## config.mk

```make
export PLATFORM = sky130hd
export DESIGN_NAME = iad_front
export DESIGN_NICKNAME = d
export VERILOG_FILES = /design/src/hdl/iad_pkg.sv /design/src/hdl/iad_step_if.sv /design/src/hdl/iad_ptr_step.sv /design/src/hdl/iad_front.sv
export SDC_FILE = /design/constraint.sdc
export NUM_CORES = 1
export LEC_CHECK = 0
export ABC_AREA = 1
export BUFFER_PORTS_ARGS = -buffer_cell sky130_fd_sc_hd__buf_2
export CAP_MARGIN = 5
export CORE_ASPECT_RATIO = 1.4
export CORE_UTILIZATION = 54
export DETAILED_ROUTE_END_ITERATION = 16
export PLACE_DENSITY = 0.76
export RECOVER_POWER = 25
export SETUP_SLACK_MARGIN = 0.05
export SYNTH_ARGS = -nofsm -noshare
export SYNTH_HDL_FRONTEND = slang
export SYNTH_SLANG_ARGS = --single-unit
export TNS_END_PERCENT = 10
```

## constraint.sdc

```tcl
create_clock -name clk_i -period 1.8 [get_ports clk_i]
set_input_delay 0.36 -clock clk_i [delete_from_list [all_inputs] [get_ports clk_i]]
set_output_delay 0.36 -clock clk_i [all_outputs]
set_load 0.01 [all_outputs]
```

## src/hdl/iad_pkg.sv

```systemverilog
// constants and types of the address decode and auto-increment front end
//
// Function
// - ack every control and data byte when addressed; soft reset keys only on match
// - on master nack, release data line high
// - address byte bit 0 selects read
// - broadcast address defaults 90h, enabled
// - three group addresses 92h/94h/98h, disabled
// - soft reset address acked for write only
// - first written byte loads control register
// - control bits 4:0 pointer, 7:5 options
// - option top bit set advances pointer
// - options 000 keep pointer fixed
// - options 100 wrap 11h to 00h
// - options 101 wrap 09h to 02h
// - options 110 wrap 0Bh to 0Ah
// - options 111 wrap 0Bh to 02h
// - stepping never reaches 12h or 13h
// - stepping changes only pointer field
// - first access uses written pointer
// - pointer above range climbs to 11h, wraps, cycles; 12h and up wraps to 00h at once
// - soft reset needs A5h, 5Ah, stop
// - group and broadcast responses gated by enables
// - brightness 02h-09h, duty 0Ah, period 0Bh

package iad_pkg;

   // ****************************************************************
   // register pointers
   // ****************************************************************
   localparam logic [4:0] PTR_MODE = 5'h00;
   localparam logic [4:0] PTR_ALL_FIRST = 5'h00;
   localparam logic [4:0] PTR_BRIGHT_FIRST = 5'h02;
   localparam logic [4:0] PTR_BRIGHT_LAST = 5'h09;
   localparam logic [4:0] PTR_GROUP_DUTY = 5'h0a;
   localparam logic [4:0] PTR_GROUP_PERIOD = 5'h0b;
   localparam logic [4:0] PTR_GRP1 = 5'h0e;
   localparam logic [4:0] PTR_BCAST = 5'h11;
   localparam logic [4:0] PTR_FAULT = 5'h13;

   // ****************************************************************
   // control byte layout and option codes
   // ****************************************************************
   localparam int CTRL_PTR_MSB = 4;
   localparam int INCR_ENABLE_BIT = 7;
   localparam int INCR_OPTION_LO = 5;
   localparam logic [1:0] OPT_ALL = 2'h0;
   localparam logic [1:0] OPT_BRIGHT = 2'h1;
   localparam logic [1:0] OPT_GROUP = 2'h2;
   localparam logic [1:0] OPT_BRIGHT_GROUP = 2'h3;
   localparam logic [7:0] CTRL_RST = 8'h00;

   // ****************************************************************
   // primary mode register: low five bits held here
   // ****************************************************************
   localparam logic [4:0] MODE_RST = 5'h11;
   localparam int MODE_GRP1_BIT = 3;

   // ****************************************************************
   // bus addresses and soft reset keys
   // ****************************************************************
   localparam int N_ADDR_REGS = 4;
   localparam logic [7:0] GRP1_ADDR_RST = 8'h92;
   localparam logic [7:0] GRP2_ADDR_RST = 8'h94;
   localparam logic [7:0] GRP3_ADDR_RST = 8'h98;
   localparam logic [7:0] BCAST_ADDR_RST = 8'h90;
   localparam logic [3:0][7:0] ADDR_RST =
      {BCAST_ADDR_RST, GRP3_ADDR_RST, GRP2_ADDR_RST, GRP1_ADDR_RST};
   localparam logic [7:0] SOFT_RESET_CALL = 8'h96;
   localparam logic [7:0] SOFT_KEY1 = 8'ha5;
   localparam logic [7:0] SOFT_KEY2 = 8'h5a;
   localparam logic [3:0] BYTE_BITS = 4'h8;

   typedef enum logic [2:0] {
      ST_IDLE, ST_RX, ST_ACK, ST_TX, ST_MACK
   } iad_state_t;

   typedef enum logic [2:0] {
      K_ADDR, K_CTRL, K_DATA, K_RST1, K_RST2, K_RST_DONE
   } iad_kind_t;

endpackage

```

## src/hdl/iad_step_if.sv

```systemverilog
// pointer stepping signals between the front end and its stepper
`timescale 1ns/100ps
interface iad_step_if;
   logic [4:0] ptr;
   logic [2:0] opt;
   logic [4:0] nxt;
   modport stepper (input ptr, input opt, output nxt);
   modport user (output ptr, output opt, input nxt);
endinterface

```

## src/hdl/iad_ptr_step.sv

```systemverilog
// next register pointer for each auto-increment option
`timescale 1ns/100ps
module iad_ptr_step
   import iad_pkg::*;
(
   iad_step_if.stepper step
);

   logic [4:0] first;
   logic [4:0] last;

   // ****************************************************************
   // wrap range of the selected option
   // ****************************************************************
   always_comb begin
      first = PTR_ALL_FIRST;
      last = PTR_BCAST;
      case (step.opt[1:0])
         OPT_ALL: begin
            first = PTR_ALL_FIRST;
            last = PTR_BCAST;
         end
         OPT_BRIGHT: begin
            first = PTR_BRIGHT_FIRST;
            last = PTR_BRIGHT_LAST;
         end
         OPT_GROUP: begin
            first = PTR_GROUP_DUTY;
            last = PTR_GROUP_PERIOD;
         end
         default: begin
            first = PTR_BRIGHT_FIRST;
            last = PTR_GROUP_PERIOD;
         end
      endcase
   end

   // ****************************************************************
   // step: fixed, wrap at range end, or climb to 11h then wrap to 0
   // ****************************************************************
   always_comb begin
      if (!step.opt[2]) begin
         step.nxt = step.ptr;
      end else if (step.ptr == last) begin
         step.nxt = first;
      end else if (step.ptr >= PTR_BCAST) begin
         step.nxt = PTR_ALL_FIRST;
      end else begin
         step.nxt = step.ptr + 5'h01;
      end
   end

endmodule // iad_ptr_step

```

## src/hdl/iad_front.sv

```systemverilog
// bus slave front end: address decode, control byte, pointer stepping
`timescale 1ns/100ps
module iad_front
   import iad_pkg::*;
(
   input wire logic clk_i,
   input wire logic rst_b_i,
   input wire logic scl_i,
   input wire logic sda_i,
   output logic sda_o,
   output logic sda_oe_o,
   input wire logic [6:0] dev_addr_i,
   output logic [4:0] reg_ptr_o,
   output logic reg_rd_o,
   input wire logic [7:0] reg_rdata_i,
   output logic reg_wr_o,
   output logic [4:0] reg_waddr_o,
   output logic [7:0] reg_wdata_o,
   output logic [7:0] primary_mode_o,
   output logic soft_reset_o
);

   // ****************************************************************
   // declarations
   // ****************************************************************
   logic [2:0] scl_sync_q;
   logic [2:0] sda_sync_q;
   logic scl_q;
   logic sda_q;
   logic scl_stable;
   logic sda_stable;
   logic scl_rise;
   logic scl_fall;
   logic bus_start;
   logic bus_stop;
   iad_state_t state_q;
   iad_kind_t kind_q;
   logic [3:0] bit_cnt_q;
   logic [7:0] rx_shift_q;
   logic [7:0] tx_shift_q;
   logic drive_low_q;
   logic rw_q;
   logic mack_ok_q;
   logic [6:0] dev_addr_q;
   logic [7:0] ctrl_q;
   logic [4:0] mode_q;
   logic [7:0] addr_reg_q [N_ADDR_REGS];
   logic [N_ADDR_REGS-1:0] addr_match;
   logic addr_rst;
   logic ack_now;
   logic byte_done;
   logic data_wr_evt;
   logic ctrl_evt;
   logic tx_load;
   logic ptr_adv;
   logic ptr_mapped;
   logic [1:0] addr_idx;
   logic [7:0] rd_data;
   logic soft_rst_q;
   logic [4:0] ptr;

   iad_step_if step ();

   assign ptr = ctrl_q[CTRL_PTR_MSB:0];

   // ****************************************************************
   // pin synchronisers: a change counts when stages two and three agree
   // ****************************************************************
   always_ff @(posedge clk_i or negedge rst_b_i) begin
      if (!rst_b_i) begin
         scl_sync_q <= 3'h7;
         sda_sync_q <= 3'h7;
      end else begin
         scl_sync_q <= {scl_sync_q[1:0], scl_i};
         sda_sync_q <= {sda_sync_q[1:0], sda_i};
      end
   end

   assign scl_stable = scl_sync_q[1] == scl_sync_q[2];
   assign sda_stable = sda_sync_q[1] == sda_sync_q[2];

   // filtered line levels
   always_ff @(posedge clk_i or negedge rst_b_i) begin
      if (!rst_b_i) begin
         scl_q <= 1'b1;
         sda_q <= 1'b1;
      end else begin
         if (scl_stable) begin
            scl_q <= scl_sync_q[2];
         end
         if (sda_stable) begin
            sda_q <= sda_sync_q[2];
         end
      end
   end

   // ****************************************************************
   // bus events; data moving while the clock is high is start or stop
   // ****************************************************************
   assign scl_rise = scl_stable && scl_sync_q[2] && !scl_q;
   assign scl_fall = scl_stable && !scl_sync_q[2] && scl_q;
   assign bus_start = scl_q && !scl_fall && sda_stable &&
                      !sda_sync_q[2] && sda_q;
   assign bus_stop = scl_q && !scl_fall && sda_stable &&
                     sda_sync_q[2] && !sda_q;

   // address pins are quasi-static straps, sampled every cycle
   always_ff @(posedge clk_i or negedge rst_b_i) begin
      if (!rst_b_i) begin
         dev_addr_q <= 7'h00;
      end else begin
         dev_addr_q <= dev_addr_i;
      end
   end

   // ****************************************************************
   // address compare against group and broadcast addresses
   // ****************************************************************
   for (genvar g = 0; g < N_ADDR_REGS; g++) begin : g_addr
      // entry g sits at pointer 0Eh+g, enabled by mode bit 3-g
      always_ff @(posedge clk_i or negedge rst_b_i) begin
         if (!rst_b_i) begin
            addr_reg_q[g] <= ADDR_RST[g];
         end else if (soft_rst_q) begin
            addr_reg_q[g] <= ADDR_RST[g];
         end else if (data_wr_evt && ptr == PTR_GRP1 + 5'(g)) begin
            addr_reg_q[g] <= {rx_shift_q[7:1], 1'b0};
         end
      end
      assign addr_match[g] = mode_q[MODE_GRP1_BIT - g] &&
                             rx_shift_q[7:1] == addr_reg_q[g][7:1];
   end

   // soft reset call is taken only with the write direction
   assign addr_rst = rx_shift_q == SOFT_RESET_CALL;

   // ****************************************************************
   // acknowledge decision for the byte just received
   // ****************************************************************
   always_comb begin
      ack_now = 1'b0;
      case (kind_q)
         K_ADDR: begin
            ack_now = (rx_shift_q[7:1] == dev_addr_q) || (|addr_match) ||
                      addr_rst;
         end
         K_CTRL: begin
            ack_now = 1'b1;
         end
         K_DATA: begin
            ack_now = 1'b1;
         end
         K_RST1: begin
            ack_now = rx_shift_q == SOFT_KEY1;
         end
         K_RST2: begin
            ack_now = rx_shift_q == SOFT_KEY2;
         end
         default: begin
            ack_now = 1'b0;
         end
      endcase
   end

   // ****************************************************************
   // byte events
   // ****************************************************************
   assign byte_done = state_q == ST_RX && scl_fall && bit_cnt_q == BYTE_BITS;
   assign ctrl_evt = byte_done && kind_q == K_CTRL;
   assign data_wr_evt = byte_done && kind_q == K_DATA && !rw_q;
   assign tx_load = scl_fall && ((state_q == ST_ACK && rw_q) ||
                    (state_q == ST_MACK && mack_ok_q));
   assign ptr_adv = data_wr_evt || tx_load;
   assign ptr_mapped = ptr <= PTR_FAULT;

   // ****************************************************************
   // transfer state machine
   // ****************************************************************
   always_ff @(posedge clk_i or negedge rst_b_i) begin
      if (!rst_b_i) begin
         state_q <= ST_IDLE;
         bit_cnt_q <= 4'h0;
         drive_low_q <= 1'b0;
      end else if (bus_start) begin
         state_q <= ST_RX;
         bit_cnt_q <= 4'h0;
         drive_low_q <= 1'b0;
      end else if (bus_stop) begin
         state_q <= ST_IDLE;
         drive_low_q <= 1'b0;
      end else begin
         case (state_q)
            ST_RX: begin
               if (scl_rise) begin
                  bit_cnt_q <= bit_cnt_q + 4'h1;
               end else if (byte_done) begin
                  // hold data low through the acknowledge clock
                  drive_low_q <= ack_now;
                  state_q <= ack_now ? ST_ACK : ST_IDLE;
               end
            end
            ST_ACK: begin
               if (tx_load) begin
                  state_q <= ST_TX;
                  bit_cnt_q <= 4'h0;
                  drive_low_q <= !rd_data[7];
               end else if (scl_fall) begin
                  state_q <= ST_RX;
                  bit_cnt_q <= 4'h0;
                  drive_low_q <= 1'b0;
               end
            end
            ST_TX: begin
               if (scl_fall) begin
                  if (bit_cnt_q == BYTE_BITS - 4'h1) begin
                     state_q <= ST_MACK;
                     drive_low_q <= 1'b0;
                  end else begin
                     bit_cnt_q <= bit_cnt_q + 4'h1;
                     drive_low_q <= !tx_shift_q[6];
                  end
               end
            end
            ST_MACK: begin
               if (tx_load) begin
                  state_q <= ST_TX;
                  bit_cnt_q <= 4'h0;
                  drive_low_q <= !rd_data[7];
               end else if (scl_fall) begin
                  // master declined the byte: line stays released
                  state_q <= ST_IDLE;
                  drive_low_q <= 1'b0;
               end
            end
            default: begin
               drive_low_q <= 1'b0;
            end
         endcase
      end
   end

   // ****************************************************************
   // byte kind tracking and soft reset sequence
   // ****************************************************************
   always_ff @(posedge clk_i or negedge rst_b_i) begin
      if (!rst_b_i) begin
         kind_q <= K_ADDR;
         rw_q <= 1'b0;
      end else if (bus_start) begin
         kind_q <= K_ADDR;
         rw_q <= 1'b0;
      end else if (byte_done) begin
         if (!ack_now) begin
            kind_q <= K_ADDR; // abort any pending soft reset
         end else begin
            case (kind_q)
               K_ADDR: begin
                  if (addr_rst) begin
                     kind_q <= K_RST1;
                  end else begin
                     rw_q <= rx_shift_q[0];
                     kind_q <= rx_shift_q[0] ? K_DATA : K_CTRL;
                  end
               end
               K_CTRL: kind_q <= K_DATA;
               K_RST1: kind_q <= K_RST2;
               K_RST2: kind_q <= K_RST_DONE;
               default: kind_q <= kind_q;
            endcase
         end
      end
   end

   // reset pulse only after stop closes a complete call
   always_ff @(posedge clk_i or negedge rst_b_i) begin
      if (!rst_b_i) begin
         soft_rst_q <= 1'b0;
      end else begin
         soft_rst_q <= bus_stop && kind_q == K_RST_DONE;
      end
   end

   // ****************************************************************
   // shift registers and master acknowledge sample
   // ****************************************************************
   always_ff @(posedge clk_i or negedge rst_b_i) begin
      if (!rst_b_i) begin
         rx_shift_q <= 8'h00;
      end else if (state_q == ST_RX && scl_rise) begin
         rx_shift_q <= {rx_shift_q[6:0], sda_q};
      end
   end

   always_ff @(posedge clk_i or negedge rst_b_i) begin
      if (!rst_b_i) begin
         tx_shift_q <= 8'h00;
      end else if (tx_load) begin
         tx_shift_q <= rd_data;
      end else if (state_q == ST_TX && scl_fall) begin
         tx_shift_q <= {tx_shift_q[6:0], 1'b0};
      end
   end

   always_ff @(posedge clk_i or negedge rst_b_i) begin
      if (!rst_b_i) begin
         mack_ok_q <= 1'b0;
      end else if (state_q == ST_MACK && scl_rise) begin
         mack_ok_q <= !sda_q;
      end
   end

   // ****************************************************************
   // control register: pointer stepping never touches the options
   // ****************************************************************
   assign step.ptr = ptr;
   assign step.opt = ctrl_q[7:INCR_OPTION_LO];

   iad_ptr_step u_step (
      .step (step)
   );

   always_ff @(posedge clk_i or negedge rst_b_i) begin
      if (!rst_b_i) begin
         ctrl_q <= CTRL_RST;
      end else if (soft_rst_q) begin
         ctrl_q <= CTRL_RST;
      end else if (ctrl_evt) begin
         ctrl_q <= rx_shift_q;
      end else if (ptr_adv) begin
         ctrl_q[CTRL_PTR_MSB:0] <= step.nxt;
      end
   end

   // low bits of the primary mode register live here
   always_ff @(posedge clk_i or negedge rst_b_i) begin
      if (!rst_b_i) begin
         mode_q <= MODE_RST;
      end else if (soft_rst_q) begin
         mode_q <= MODE_RST;
      end else if (data_wr_evt && ptr == PTR_MODE) begin
         mode_q <= rx_shift_q[4:0];
      end
   end

   // ****************************************************************
   // read data: local registers, outer registers, zero when unmapped
   // ****************************************************************
   assign addr_idx = 2'(ptr - PTR_GRP1);

   always_comb begin
      rd_data = 8'h00;
      if (ptr == PTR_MODE) begin
         rd_data = {ctrl_q[7:INCR_OPTION_LO], mode_q};
      end else if (ptr >= PTR_GRP1 && ptr <= PTR_BCAST) begin
         rd_data = addr_reg_q[addr_idx];
      end else if (ptr_mapped) begin
         rd_data = reg_rdata_i;
      end
   end

   // ****************************************************************
   // strobes towards the register file
   // ****************************************************************
   always_ff @(posedge clk_i or negedge rst_b_i) begin
      if (!rst_b_i) begin
         reg_wr_o <= 1'b0;
         reg_waddr_o <= 5'h00;
         reg_wdata_o <= 8'h00;
      end else begin
         reg_wr_o <= data_wr_evt && ptr_mapped;
         if (data_wr_evt) begin
            reg_waddr_o <= ptr;
            reg_wdata_o <= rx_shift_q;
         end
      end
   end

   assign reg_rd_o = tx_load && ptr_mapped;
   assign reg_ptr_o = ptr;
   assign primary_mode_o = {ctrl_q[7:INCR_OPTION_LO], mode_q};
   assign soft_reset_o = soft_rst_q;

   // open drain: the pin only ever pulls low
   assign sda_o = 1'b0;
   assign sda_oe_o = drive_low_q;

endmodule // iad_front

```

; ---- Word level (Yosys, flattened, before mapping)
; Index checks and enable logic that the tools add are counted.
[classes]
n_addsub = 3
multipliers = 0
div_mod_pow = 0
magnitude_cmp = 5
eq_ne = 43
shifts = 0
n_mux = 69
bitwise = 1
n_reduce_logical = 72
[op_table]
columns = cell, n
row1 = $mux W8, 14
row2 = $mux W3, 14
row3 = $eq A7 B7 Y1, 5
row4 = $mux W5, 7
row5 = $logic_and A1 B1 Y1, 34
row6 = $mux W4, 8
row7 = $pmux W3 S4, 2
row8 = $ne A4 B4 Y1 const B, 5
row9 = $reduce_bool A2 Y1, 10
row10 = $bmux W8 S2, 1
row11 = $eq A8 B8 Y1 const B, 2
row12 = $pmux W4 S4, 1
row13 = $mux W7, 2
row14 = $reduce_and A7 Y1, 2
row15 = $mux W1, 13
row16 = $eq A3 B2 Y1 const B, 4
row17 = $ne A3 B3 Y1 const B, 4
row18 = $eq A5 B4 Y1 const B, 2
row19 = $eq A5 B5 Y1 const B, 2
row20 = $le A5 B5 Y1 const B, 2
row21 = $ne A5 B5 Y1 const B, 2
row22 = $pmux W5 S2, 1
row23 = $eq A3 B3 Y1 const B, 3
row24 = $eq A8 B7 Y1 const B, 1
row25 = other kinds (33), 52
[totals]
reg_bits = 103
latch_bits = 0
ram_bits = 0
rom_bits = 0
input_bits = 19
output_inout_bits = 31
mem_count = 0

; ---- Depth between registers and ports, before layout
; Gate-level depths: netlist (run 1).
[logic_depth]
depth_word = 12
ltp_mapped = 15

; ---- Modules after synthesis
; Synthesis (run 1) repeated with hierarchy kept, for this count alone.
[unflattened]
cells_unflattened = 758
hier_area_um2 = 5642.9
[modules_own_cells]
columns = mod, instances, cells_per_inst, area_each_um2
row1 = iad_front, 1, 706, 5362.6
row2 = iad_ptr_step, 1, 52, 280.3

; ---- Least setup slack after synthesis (run 1)
; No wires, ideal clock.
[synth_timing]
path_kind = reg2reg
startpoint = register ctrl_q[1]
endpoint = register tx_shift_q[4]
setup_time_ns = 0.126
arrival_time_ns = 1.798
t_required_ns = 1.674
setup_slack_ns = -0.124
stages_incl_launch_ff = 11
synth_period_minus_slack_ns = 1.924
path_cell_list = dfrtp_1 -> buf_4 -> clkinv_1 -> ha_1 -> nand2_1 -> nor2_1 -> inv_1 -> buf_2 -> a31oi_1 -> o21ai_0 -> a21oi_1
[synth_between]
elab_chain_len = 8
word_cells_on_any_way = 14
classes_between = add/sub (1) / order compare (3) / mux (7) / bitwise (1) / reduce/logical (2)
[synth_lines]
columns = item, line_no
row1 = start: declaration, iad_front.sv:45  ; logic [7:0] ctrl_q;
row2 = start signal: assignment, iad_front.sv:328  ; ctrl_q <= rx_shift_q;
row3 = start signal: indexed assignment, iad_front.sv:330  ; ctrl_q[CTRL_PTR_MSB:0] <= step.nxt;
row4 = $sub A2 B2 Y2, iad_front.sv:348  ; assign addr_idx = 2'(ptr - PTR_GRP1);
row5 = $not A2 Y3 (not written as such), iad_front.sv:355  ; rd_data = addr_reg_q[addr_idx];
row6 = $bmux W8 S2, iad_front.sv:355
row7 = $mux W8 (not written as such) (2 in series), iad_front.sv:355
row8 = $mux W8, iad_front.sv:354  ; end else if (ptr >= PTR_GRP1 && ptr <= PTR_BCAST) begin
row9 = $mux W8 *, iad_front.sv:352  ; if (ptr == PTR_MODE) begin
row10 = $mux W7 *, iad_front.sv:297  ; end else if (tx_load) begin
row11 = end signal: assignment, iad_front.sv:298  ; tx_shift_q <= rd_data;
row12 = end signal: assignment, iad_front.sv:300  ; tx_shift_q <= {tx_shift_q[6:0], 1'b0};
row13 = end: declaration, iad_front.sv:40  ; logic [7:0] tx_shift_q;
; Mark *: on every way between the ends. The rest lies on a longest branch, timed or not. The select of a mux whose other input is x is not followed.
; A chain may end at the register's enable or synchronous reset.

; ---- Final worst setup path (run 1)
[layout_timing]
startpoint = register bit_cnt_q[0]
endpoint = register mode_q[1]
[layout_between]
elab_chain_len = 6
[layout_lines]
columns = item, line_no
row1 = start: declaration, iad_front.sv:38  ; logic [3:0] bit_cnt_q;
row2 = start signal: assignment, iad_front.sv:195  ; bit_cnt_q <= bit_cnt_q + 4'h1;
row3 = start signal: assignment, iad_front.sv:219  ; bit_cnt_q <= bit_cnt_q + 4'h1;
row4 = $eq A4 B4 Y1, iad_front.sv:168  ; assign byte_done = state_q == ST_RX && scl_fall && bit_cnt_q == BYTE_BITS;
row5 = $logic_and A1 B1 Y1, iad_front.sv:168
row6 = $logic_and A1 B1 Y1 (2 in series), iad_front.sv:170  ; assign data_wr_evt = byte_done && kind_q == K_DATA && !rw_q;
row7 = $logic_and A1 B1 Y1, iad_front.sv:340  ; end else if (data_wr_evt && ptr == PTR_MODE) begin
row8 = $reduce_bool A2 Y1 (no source line), -
row9 = end signal: assignment, iad_front.sv:341  ; mode_q <= rx_shift_q[4:0];
row10 = end: declaration, iad_front.sv:46  ; logic [4:0] mode_q;
; Every way passes these cells.

==> impl_metrics.py, run 1 <==
metrics = {
    "run": {
        "cap_violations": 2,
    },
    "die": {
        "dieArea_um2": 10500,
        "chipWidth_um": 87.1,
        "die_height_um": 121,
        "rows": 43,
        "ios": 50,
        "core_area_um2": 9900,
        "start_util_pct": 55.3,
    },
    "yosys": {
        "synth_top_family_by_area": "simple AND/OR/NAND/NOR gates",
        "synthMuxAreaShare_pct": 0.617,
        "syn_area_um2": 5470,
        "synth_fa_ha_area_share_pct": 2.06,
        "syn_nets": 769,
        "synth.distinct_cells": 42,
        "synth_compound_area_share_pct": 16.1,
        "ys_seq_area_share_pct": 45.7,
        "synthSimpleGateAreaFrac_pct": 26.2,
        "ys_ff_latch": 99,
        "syn_avg_cell_area_um2": 7.39,
        "synth_cells": 741,
        "synth-xor-area-share_pct": 0.480,
        "yosysWarnings": 0,
    },
    "timing": {
        "slew-limit-headroom_pct": -5.16,
        "finalMaxSlewViolations": 101,
        "finalSetupTns_ns": -7.61,
        "fin_skew_ns": 0.00506,
        "worst_slack_ns": -0.243,
        "rsz0062_at_grt": "true",
        "setup_violations": 67,
        "fmax_mhz": 490,
        "timing.final.crit_share_pct": 113,
        "period_needed_ns": 2.04,
        "hold_viol_final": 0,
        "tightest_slew_ns": 1.58,
    },
    "status": {
        "status": "finished with violations",
        "violations": "capacitance limit, slew limit, setup timing",
    },
    "setup_path": {
        "arrival_ns": 2.27,
        "crit_fanout": 5,
        "path_class": "reg -> reg",
        "reg2reg_slack_ns": -0.24,
        "crit_required_ns": 2.03,
        "worstSetupStartpointType": "flop",
        "end_kind": "flop",
    },
    "routing": {
        "ant_nets": 0,
        "dr.pass1.iters": 5,
        "wl_um": 17000,
        "avgRoutedWirePerCell_um": 16.6,
        "vias": 5781,
        "dr.first_iter.drc_count": 485,
        "viasPerCell": 5.65,
        "drc": 0,
    },
    "grt": {
        "grt_max_degree": 72,
        "overflow": 0,
        "grt_pass1_wl_um": 26100,
        "grt_pass1_vias": 5400,
        "antenna_found_initial": 0,
        "grt_usage_pct": 32.8,
    },
    "final_layout": {
        "multiInputGateArea_um2": 2820,
        "n_fill_cell": 746,
        "nets": 911,
        "area_delta_synth_final_pct": 32.5,
        "diodes": 0,
        "post-route-util_pct": 73.3,
        "regArea_um2": 2510,
        "drive_above_1_share_pct": 32.9,
        "instances_no_fill": 1023,
    },
    "power": {
        "p_sw_mw": 1.18,
        "power_density_nw_per_um2": 673,
        "swShare_pct": 24.1,
        "clockPowerShare_pct": 40.9,
        "leakage_nw": 3.51,
        "p_int_mw": 3.70,
        "combPwrFrac_pct": 11.1,
        "seq_power_share_pct": 48.0,
        "ir_drop_mv": 0.644,
    },
    "clock_tree": {
        "htree_levels": 3,
        "cts_buffers": 9,
        "cts_sinks": 99,
        "clk_pin_slew_ns": 0.07,
        "cts_max_path_buffers": 2,
        "cts_tree": "done",
        "clkLatencyLatePin_ns": 0.35,
        "cts_root_buf": "clkbuf_16",
    },
    "placement": {
        "dp.cells": 981,
        "port-buffer-count": 48,
        "gp_congestion": 1.01,
        "hpwl_um": 11700,
    },
    "hold_path": {
        "min_path_type": "in -> reg",
    },
}
[routing by layer]
metal | share of wire [%] | track usage, %
met4 | 6.1 | 20.7
met2 | 51 | 56.4
met3 | 5.5 | 4.56
met1 | 38 | 37.8
met5 | 0 | 0
[worst paths after layout]
kind / start / to / depth (start not counted)
setup reg to reg: bit_cnt_q[0] / mode_q[1] / 9
min in group asynchronous: rst_b_i / reg_wdata_o[1] / 2
hold reg to reg: scl_sync_q[0] / scl_sync_q[1] / 0
setup / recovery: bit_cnt_q[0] / mode_q[1] / 9
hold / removal: scl_i / scl_sync_q[0] / 1
max in group asynchronous: rst_b_i / state_q[1] / 2
[registers in the layout, summed over array words and instances, names as in the netlist, 3 cells and up]
register	flops
addr_reg_q	28
bit_cnt_q	4
state_q	3
rx_shift_q	8
tx_shift_q	7
sda_sync_q	3
reg_waddr_o	5
kind_q	3
scl_sync_q	3
mode_q	5
ctrl_q	8
reg_wdata_o	8
dev_addr_q	7
[layout make-up]
class | instances | share of cell area, %
tap | 135 | 2.33
inverter | 99 | 5.36
timing repair buffer | 151 | 14.6
clock inverter | 5 | 0.811
multi-input combinational | 523 | 38.8
sequential | 99 | 34.6
clock buffer | 11 | 3.48
[what timing repair did]
item,CTS,global route
resized for setup,38,86
pin swaps,6,25
endpoints found under the setup margin,72,75
setup buffers,10,17
hold buffers,0,0
[cells in the mapped netlist]
master	number	share of area [%]
buf_2	8	0.73
a21oi_1	43	3.9
o21ai_0	93	8.5
o21ai_4	1	0.30
o21ai_2	1	0.16
o221ai_1	1	0.16
o211ai_1	1	0.14
nand4_1	7	0.80
nand2_1	208	14
nor2_1	72	4.9
nor3_4	1	0.30
nand3_1	31	2.8
or2_2	1	0.11
nand3b_1	1	0.14
buf_4	3	0.41
nor2_4	4	0.82
nor3_2	1	0.18
a32oi_1	1	0.16
mux2_2	3	0.62
dfstp_2	21	10
nand2_4	1	0.21
nor4_1	4	0.46
clkbuf_1	8	0.55
inv_2	11	0.75
inv_1	87	6.0
and3_1	1	0.11
nor2_2	1	0.11
o22ai_1	11	1.3
conb_1	1	0.069
o31ai_1	1	0.14
xor2_1	1	0.16
ha_1	9	2.1
clkinv_1	1	0.069
nand2_2	6	0.69
o311ai_0	1	0.16
a31oi_1	7	0.80
buf_6	1	0.21
a22oi_1	1	0.14
dfrtp_1	78	36
xnor2_1	2	0.32
nor3_1	3	0.27
o21ai_1	3	0.27
[worst max-delay path, cell delays in order, from the launching register on]
cell     delay [ns]
dfrtp_1        0.40
inv_2          0.10
ha_4           0.15
nand3_4        0.07
nor2_4         0.15
nand2_4        0.08
nor3_4         0.29
inv_2          0.10
o21ai_4        0.26
mux2_4         0.33
[cells in the final DEF, fill, tap and decap left out, drive strengths merged, types with 3 or more instances in the layout]
cell      count
dfrtp        78
clkbuf       13
nand3        31
o22ai        11
ha            9
buf         149
dfstp        21
a21oi        43
nor2         77
mux2          3
o21ai        98
nand2       215
nor3          5
a31oi         7
nand4         7
nor4          4
clkinvlp      3
inv          98
[power groups by stage]
| stage | registers (mW) | logic, mW | clock network [mW] |
|---|---|---|---|
| 4_1_cts | 2.34 | 0.485 | 2.01 |
| 5_1_grt | 2.35 | 0.596 | 2.11 |
| 3_3_place_gp | 2.37 | 0.365 | 0 |
| 2_1_floorplan | 2.37 | 0.166 | 0 |
| 6_report | 2.34 | 0.544 | 1.99 |
| 3_5_place_dp | 2.37 | 0.384 | 0 |
[cells by family after synthesis]
| kind of cell | Yosys count |
|---|---|
| and+or+nand+nor | 342 |
| xor gates and xnor gates | 3 |
| DFF | 99 |
| other | 1 |
| buffers and inverters | 119 |
| adders and majority gates | 9 |
| AOI/OAI and AO/OA | 165 |
| muxes | 3 |
[per-stage QoR]
step	worst slack, ns	hold WS [ns]	power, mW	area, um2
finish	-0.243	0.104	4.88	7250
global route	-0.337	0.102	5.05	7250
CTS	-0.172	0.0446	4.83	6890
detailed placement	-0.231	0.348	2.75	6400
global placement	-0.0700	0.351	2.73	6400
floorplan	-0.0804	0.0644	2.54	5480
Note: power is estimated with default switching activity, not from simulation.
==> inputs of run 2 (changes only) <==
Settings changed: TNS_END_PERCENT 10 to 1.
==> run 2 against run 1 <==
The flow finishes with violations (setup timing); worst setup slack improved by 0.10 ns; register-to-register slack better by 0.10 ns; clock power up 5%; sequential cell count stayed put; critical path type unchanged; largest power group unchanged.
==> impl_metrics.py, run 2 (synthesized netlist as in run 1, its figures left out) <==
metrics = {
    "final_layout": {
        "layout.cells.most_common": "nand2_1",
        "multiInputGateArea_um2": 2710,
        "diodes": 0,
        "drive_above_1_share_pct": 28.8,
        "final_cell_mix": "nand2_1, buf_4, inv_1, dfrtp_1, o21ai_0",
        "area_delta_synth_final_pct": 29.3,
        "nets": 897,
        "n_fill_cell": 813,
        "top_register": "addr_reg_q",
        "largest_register_ff_count": 28,
        "regArea_um2": 2510,
    },
    "timing": {
        "timing.final.crit_share_pct": 108,
        "period_needed_ns": 1.94,
        "tightest_slew_ns": 0.691,
        "slew-limit-headroom_pct": 53.9,
        "rsz0062_at_grt": "true",
        "setup_violations": 35,
        "worst_slack_ns": -0.138,
        "fin_skew_ns": 0.00623,
        "hold_viol_final": 0,
        "fmax_mhz": 516,
        "finalSetupTns_ns": -1.47,
        "finalMaxSlewViolations": 0,
    },
    "setup_path": {
        "end_kind": "flop",
        "crit_fanout": 4,
        "crit_buf_inv": 4,
        "crit_path_top_delay_cell": "dfrtp_1",
        "crit_path_max_incr_delay_ns": 0.42,
        "path_class": "reg -> reg",
        "crit_required_ns": 2.07,
        "arrival_ns": 2.21,
        "crit_chain": "buf_6, nor2_4, buf_4, nand2_1, nand3_1, inv_1, o22ai_1, nor2_1, nor2_1, inv_1, o22ai_1",
        "worstSetupStartpointType": "flop",
        "cp_top_family": "simple AND/OR/NAND/NOR gates",
    },
    "clock_tree": {
        "cts_buffers": 9,
        "cts_sinks": 99,
        "cts_root_buf": "clkbuf_16",
        "htree_levels": 3,
        "cts_tree": "done",
        "clkLatencyLatePin_ns": 0.36,
        "cts_max_path_buffers": 2,
        "clk_pin_slew_ns": 0.06,
    },
    "routing": {
        "viasPerCell": 5.57,
        "wl_um": 16700,
        "avgRoutedWirePerCell_um": 16.6,
        "vias": 5618,
        "dr.pass1.iters": 7,
        "drc": 0,
        "ant_nets": 0,
        "dr.first_iter.drc_count": 523,
    },
    "die": {
        "die_height_um": 121,
        "rows": 43,
        "ios": 50,
        "start_util_pct": 55.3,
        "dieArea_um2": 10500,
        "core_area_um2": 9900,
        "chipWidth_um": 87.1,
    },
    "grt": {
        "grt_pass1_wl_um": 26400,
        "overflow": 0,
        "antenna_found_initial": 0,
        "grt_max_degree": 44,
        "grt_pass1_vias": 5502,
        "grt_usage_pct": 33.4,
    },
    "placement": {
        "post-place-ws_ns": -0.156,
        "port-buffer-count": 48,
        "hpwl_um": 12000,
        "gp_congestion": 0.932,
    },
    "power": {
        "power_density_nw_per_um2": 702,
        "leakage_nw": 3.42,
        "ir_drop_mv": 0.658,
    },
    "status": {
        "violations": "setup timing",
        "status": "finished with violations",
    },
    "run": {
        "cap_violations": 0,
    },
    "hold_path": {
        "min_path_type": "in -> reg",
    },
}
[run 2: cell types whose count changed in the layout (fill, tap and decap cells not counted), moves of 6 or more]
cell     change
buf_4       -17
nand2_1      +6
nand2_2      -6
nor2_1       +6
o21ai_1      +6
[run 2: timing repair]
action	4_1_cts	5_1_grt
setup endpoints to repair	77	74
resized for setup	53	49
buffers inserted	11	8
endpoints found under the hold margin	23	0
hold buffers	1	0
pin swaps	12	18
[run 2: cell type report]
type                    count  area share [%]
multi-input cells         523            38.3
inverters                  99            5.39
clock inverters             4            1.04
clock buffers              12            3.48
repair buffers            137            13.9
well taps                 135            2.39
flip-flops and latches     99            35.4
[run 2: final timing paths]
| kind | start | endpoint | slack [ns] | cells past startpoint |
|---|---|---|---|---|
| min | sda_i | sda_sync_q[0] | 0.1 | 1 |
| max in group asynchronous | rst_b_i | mode_q[4] | 0.22 | 3 |
| min in group asynchronous | rst_b_i | reg_wdata_o[5] | 0.58 | 2 |
| max reg2reg | state_q[2] | state_q[0] | -0.14 | 11 |
| max | state_q[2] | state_q[0] | -0.14 | 11 |
| min reg2reg | scl_sync_q[0] | scl_sync_q[1] | 0.36 | 0 |
[run 2: where the power goes]
group / switching [mW] / leakage (nW) / internal (mW) / total (mW)
Clock: 0.836 / 0.157 / 1.26 / 2.09
Sequential: 0.0458 / 1.24 / 2.30 / 2.34
Combinational: 0.291 / 2.02 / 0.241 / 0.532
[run 2: per-layer routing]
metal  global-route usage [%]  share of wire (%)  wire length [um]  vias up
li1                         -                  -                 -     2648
met1                     37.2                 39              6530     2669
met2                     58.0                 50              8400      232
met3                     4.01                4.8               802       69
met4                     24.0                6.0              1010        0
met5                        0                  0                 0        -
[run 2: metrics by stage]
step	utilization (%)	area, um2	instances	power (mW)	hold slack, ns
after detailed placement	64.2	6350	973	2.75	0.299
after floorplan	-	5480	741	2.54	0.0644
after global routing	71.5	7080	1009	5.12	0.0952
final	71.5	7080	1009	4.97	0.0972
after CTS	69.8	6910	1001	4.92	0.101
after global placement	64.2	6350	973	2.73	0.296
==> inputs of run 3 (changes only) <==
Settings changed: CORE_UTILIZATION 54 to 40, PLACE_DENSITY 0.76 to unset.
==> run 3 against run 2 <==
The run still ends with setup timing left; non-clock buffer count up 17; critical path depth fell by 4; sequential cell count stayed put; global-route usage down 7.7 points; clock skew up 0.0017 ns; sequential share of layout area down 1.3 points.
==> impl_metrics.py, run 3 (synthesized netlist as in run 1, its figures left out) <==
metrics = {
    "status": {
        "status": "finished with violations",
        "violations": "setup timing",
    },
    "timing": {
        "holdWs_ns": 0.107,
        "rsz0062_at_grt": "true",
        "worst_slack_ns": -0.150,
        "setup_violations": 37,
        "fin_skew_ns": 0.00791,
        "slew-limit-headroom_pct": 58.3,
        "finalMaxSlewViolations": 0,
        "finalSetupTns_ns": -2.38,
        "hold_viol_final": 0,
        "tightest_slew_ns": 0.625,
        "period_needed_ns": 1.95,
        "fmax_mhz": 513,
        "timing.final.crit_share_pct": 108,
    },
    "final_layout": {
        "nets": 914,
        "drive_above_1_share_pct": 33.1,
        "post-route-util_pct": 54.9,
        "largest_register_ff_count": 28,
        "regArea_um2": 2510,
        "final_cell_mix": "nand2_1, buf_4, dfrtp_1",
        "instances_no_fill": 1073,
        "fin_area_um2": 7350,
        "n_fill_cell": 1301,
        "area_delta_synth_final_pct": 34.2,
        "top_register": "addr_reg_q",
        "layout.cells.most_common": "nand2_1",
        "multiInputGateArea_um2": 2790,
        "diodes": 0,
    },
    "clock_tree": {
        "cts_sinks": 99,
        "clkLatencyLatePin_ns": 0.35,
        "cts_root_buf": "clkbuf_16",
        "cts_max_path_buffers": 2,
        "htree_levels": 3,
        "cts_buffers": 9,
        "cts_tree": "done",
        "clk_pin_slew_ns": 0.07,
    },
    "power": {
        "power_mw": 4.74,
        "ir_drop_mv": 0.488,
        "power_density_nw_per_um2": 645,
        "leakage_nw": 3.54,
    },
    "setup_path": {
        "reg2reg_slack_ns": -0.12,
        "crit_path_max_incr_delay_ns": 0.39,
        "cpMostUsedCell": "buf_6",
        "crit_path_top_delay_cell": "dfrtp_1",
        "crit_required_ns": 1.44,
        "crit_chain": "inv_2, nand3_4, o22ai_4, nand2_2, buf_6, nor2_4, buf_6",
        "end_kind": "output pin",
        "arrival_ns": 1.59,
        "worstSetupStartpointType": "flop",
        "path_class": "reg -> out",
        "crit_fanout": 4,
    },
    "routing": {
        "drc": 0,
        "dr.pass1.iters": 5,
        "ant_nets": 0,
        "viasPerCell": 5.16,
        "vias": 5534,
        "wl_um": 17200,
        "avgRoutedWirePerCell_um": 16.1,
        "dr.first_iter.drc_count": 341,
    },
    "die": {
        "chipWidth_um": 101,
        "die_height_um": 140,
        "core_area_um2": 13400,
        "ios": 50,
        "start_util_pct": 40.9,
        "rows": 50,
        "dieArea_um2": 14200,
    },
    "placement": {
        "place_area_um2": 6520,
        "hpwl_um": 12700,
        "dp.cells": 1034,
        "post-place-ws_ns": -0.136,
        "gp_congestion": 0.988,
        "port-buffer-count": 48,
    },
    "grt": {
        "grt_pass1_vias": 5375,
        "grt_max_degree": 59,
        "grt_pass1_wl_um": 27500,
        "overflow": 0,
        "grt_usage_pct": 25.6,
        "antenna_found_initial": 0,
    },
    "hold_path": {
        "min_path_type": "in -> reg",
    },
    "run": {
        "cap_violations": 0,
    },
}
## run 3: changes by cell type in the layout (fill, tap and decap cells not counted), sizes merged
| cell | before | now |
|---|---|---|
| clkbuf | 14 | 12 |
| bufinv | 2 | 1 |
| buf | 134 | 151 |
| clkinvlp | 1 | 2 |
| inv | 97 | 99 |
## run 3: path summary, 6_finish.rpt
path / start / to / depth (start not counted)
setup / recovery: state_q[0] / reg_rd_o / 7
hold / removal: sda_i / sda_sync_q[0] / 1
setup reg to reg: scl_sync_q[1] / mode_q[2] / 10
hold reg to reg: scl_sync_q[0] / scl_sync_q[1] / 0
max in group asynchronous: rst_b_i / ctrl_q[0] / 3
min in group asynchronous: rst_b_i / bit_cnt_q[3] / 2
## run 3: per-layer routing
metal / track usage (%) / up-vias / part of all wire, %
met5: 0 / - / 0
met4: 13.7 / 0 / 4.2
met3: 3.19 / 40 / 4.1
met1: 30.8 / 2638 / 40
li1: - / 2679 / -
met2: 44.2 / 177 / 52
## run 3: cell type report
class,instances,share of cell area [%]
Multi-Input combinational cell,523,37.9
Sequential cell,99,34.1
Timing Repair Buffer,154,15.6
Inverter,99,5.14
Clock buffer,10,3.25
Tap cell,182,3.10
Clock inverter,6,0.869
## run 3: repair_timing
action,CTS,global route
endpoints found under the setup margin,71,75
resized for setup,92,59
hold endpoints to repair,5,0
buffers inserted,17,5
hold buffers,1,0
pin swaps,15,16
## run 3: power breakdown
part	switching, mW	leakage [nW]	internal (mW)
Clock	0.888	0.145	1.12
Sequential	0.0389	1.25	2.29
Combinational	0.229	2.15	0.170
## run 3: critical path, delay by kind of cell (launching register included)
family	cells	cell delay, ns
AOI/OAI and AO/OA	1	0.20
buffers and inverters	3	0.36
DFF	1	0.39
and+or+nand+nor	3	0.29
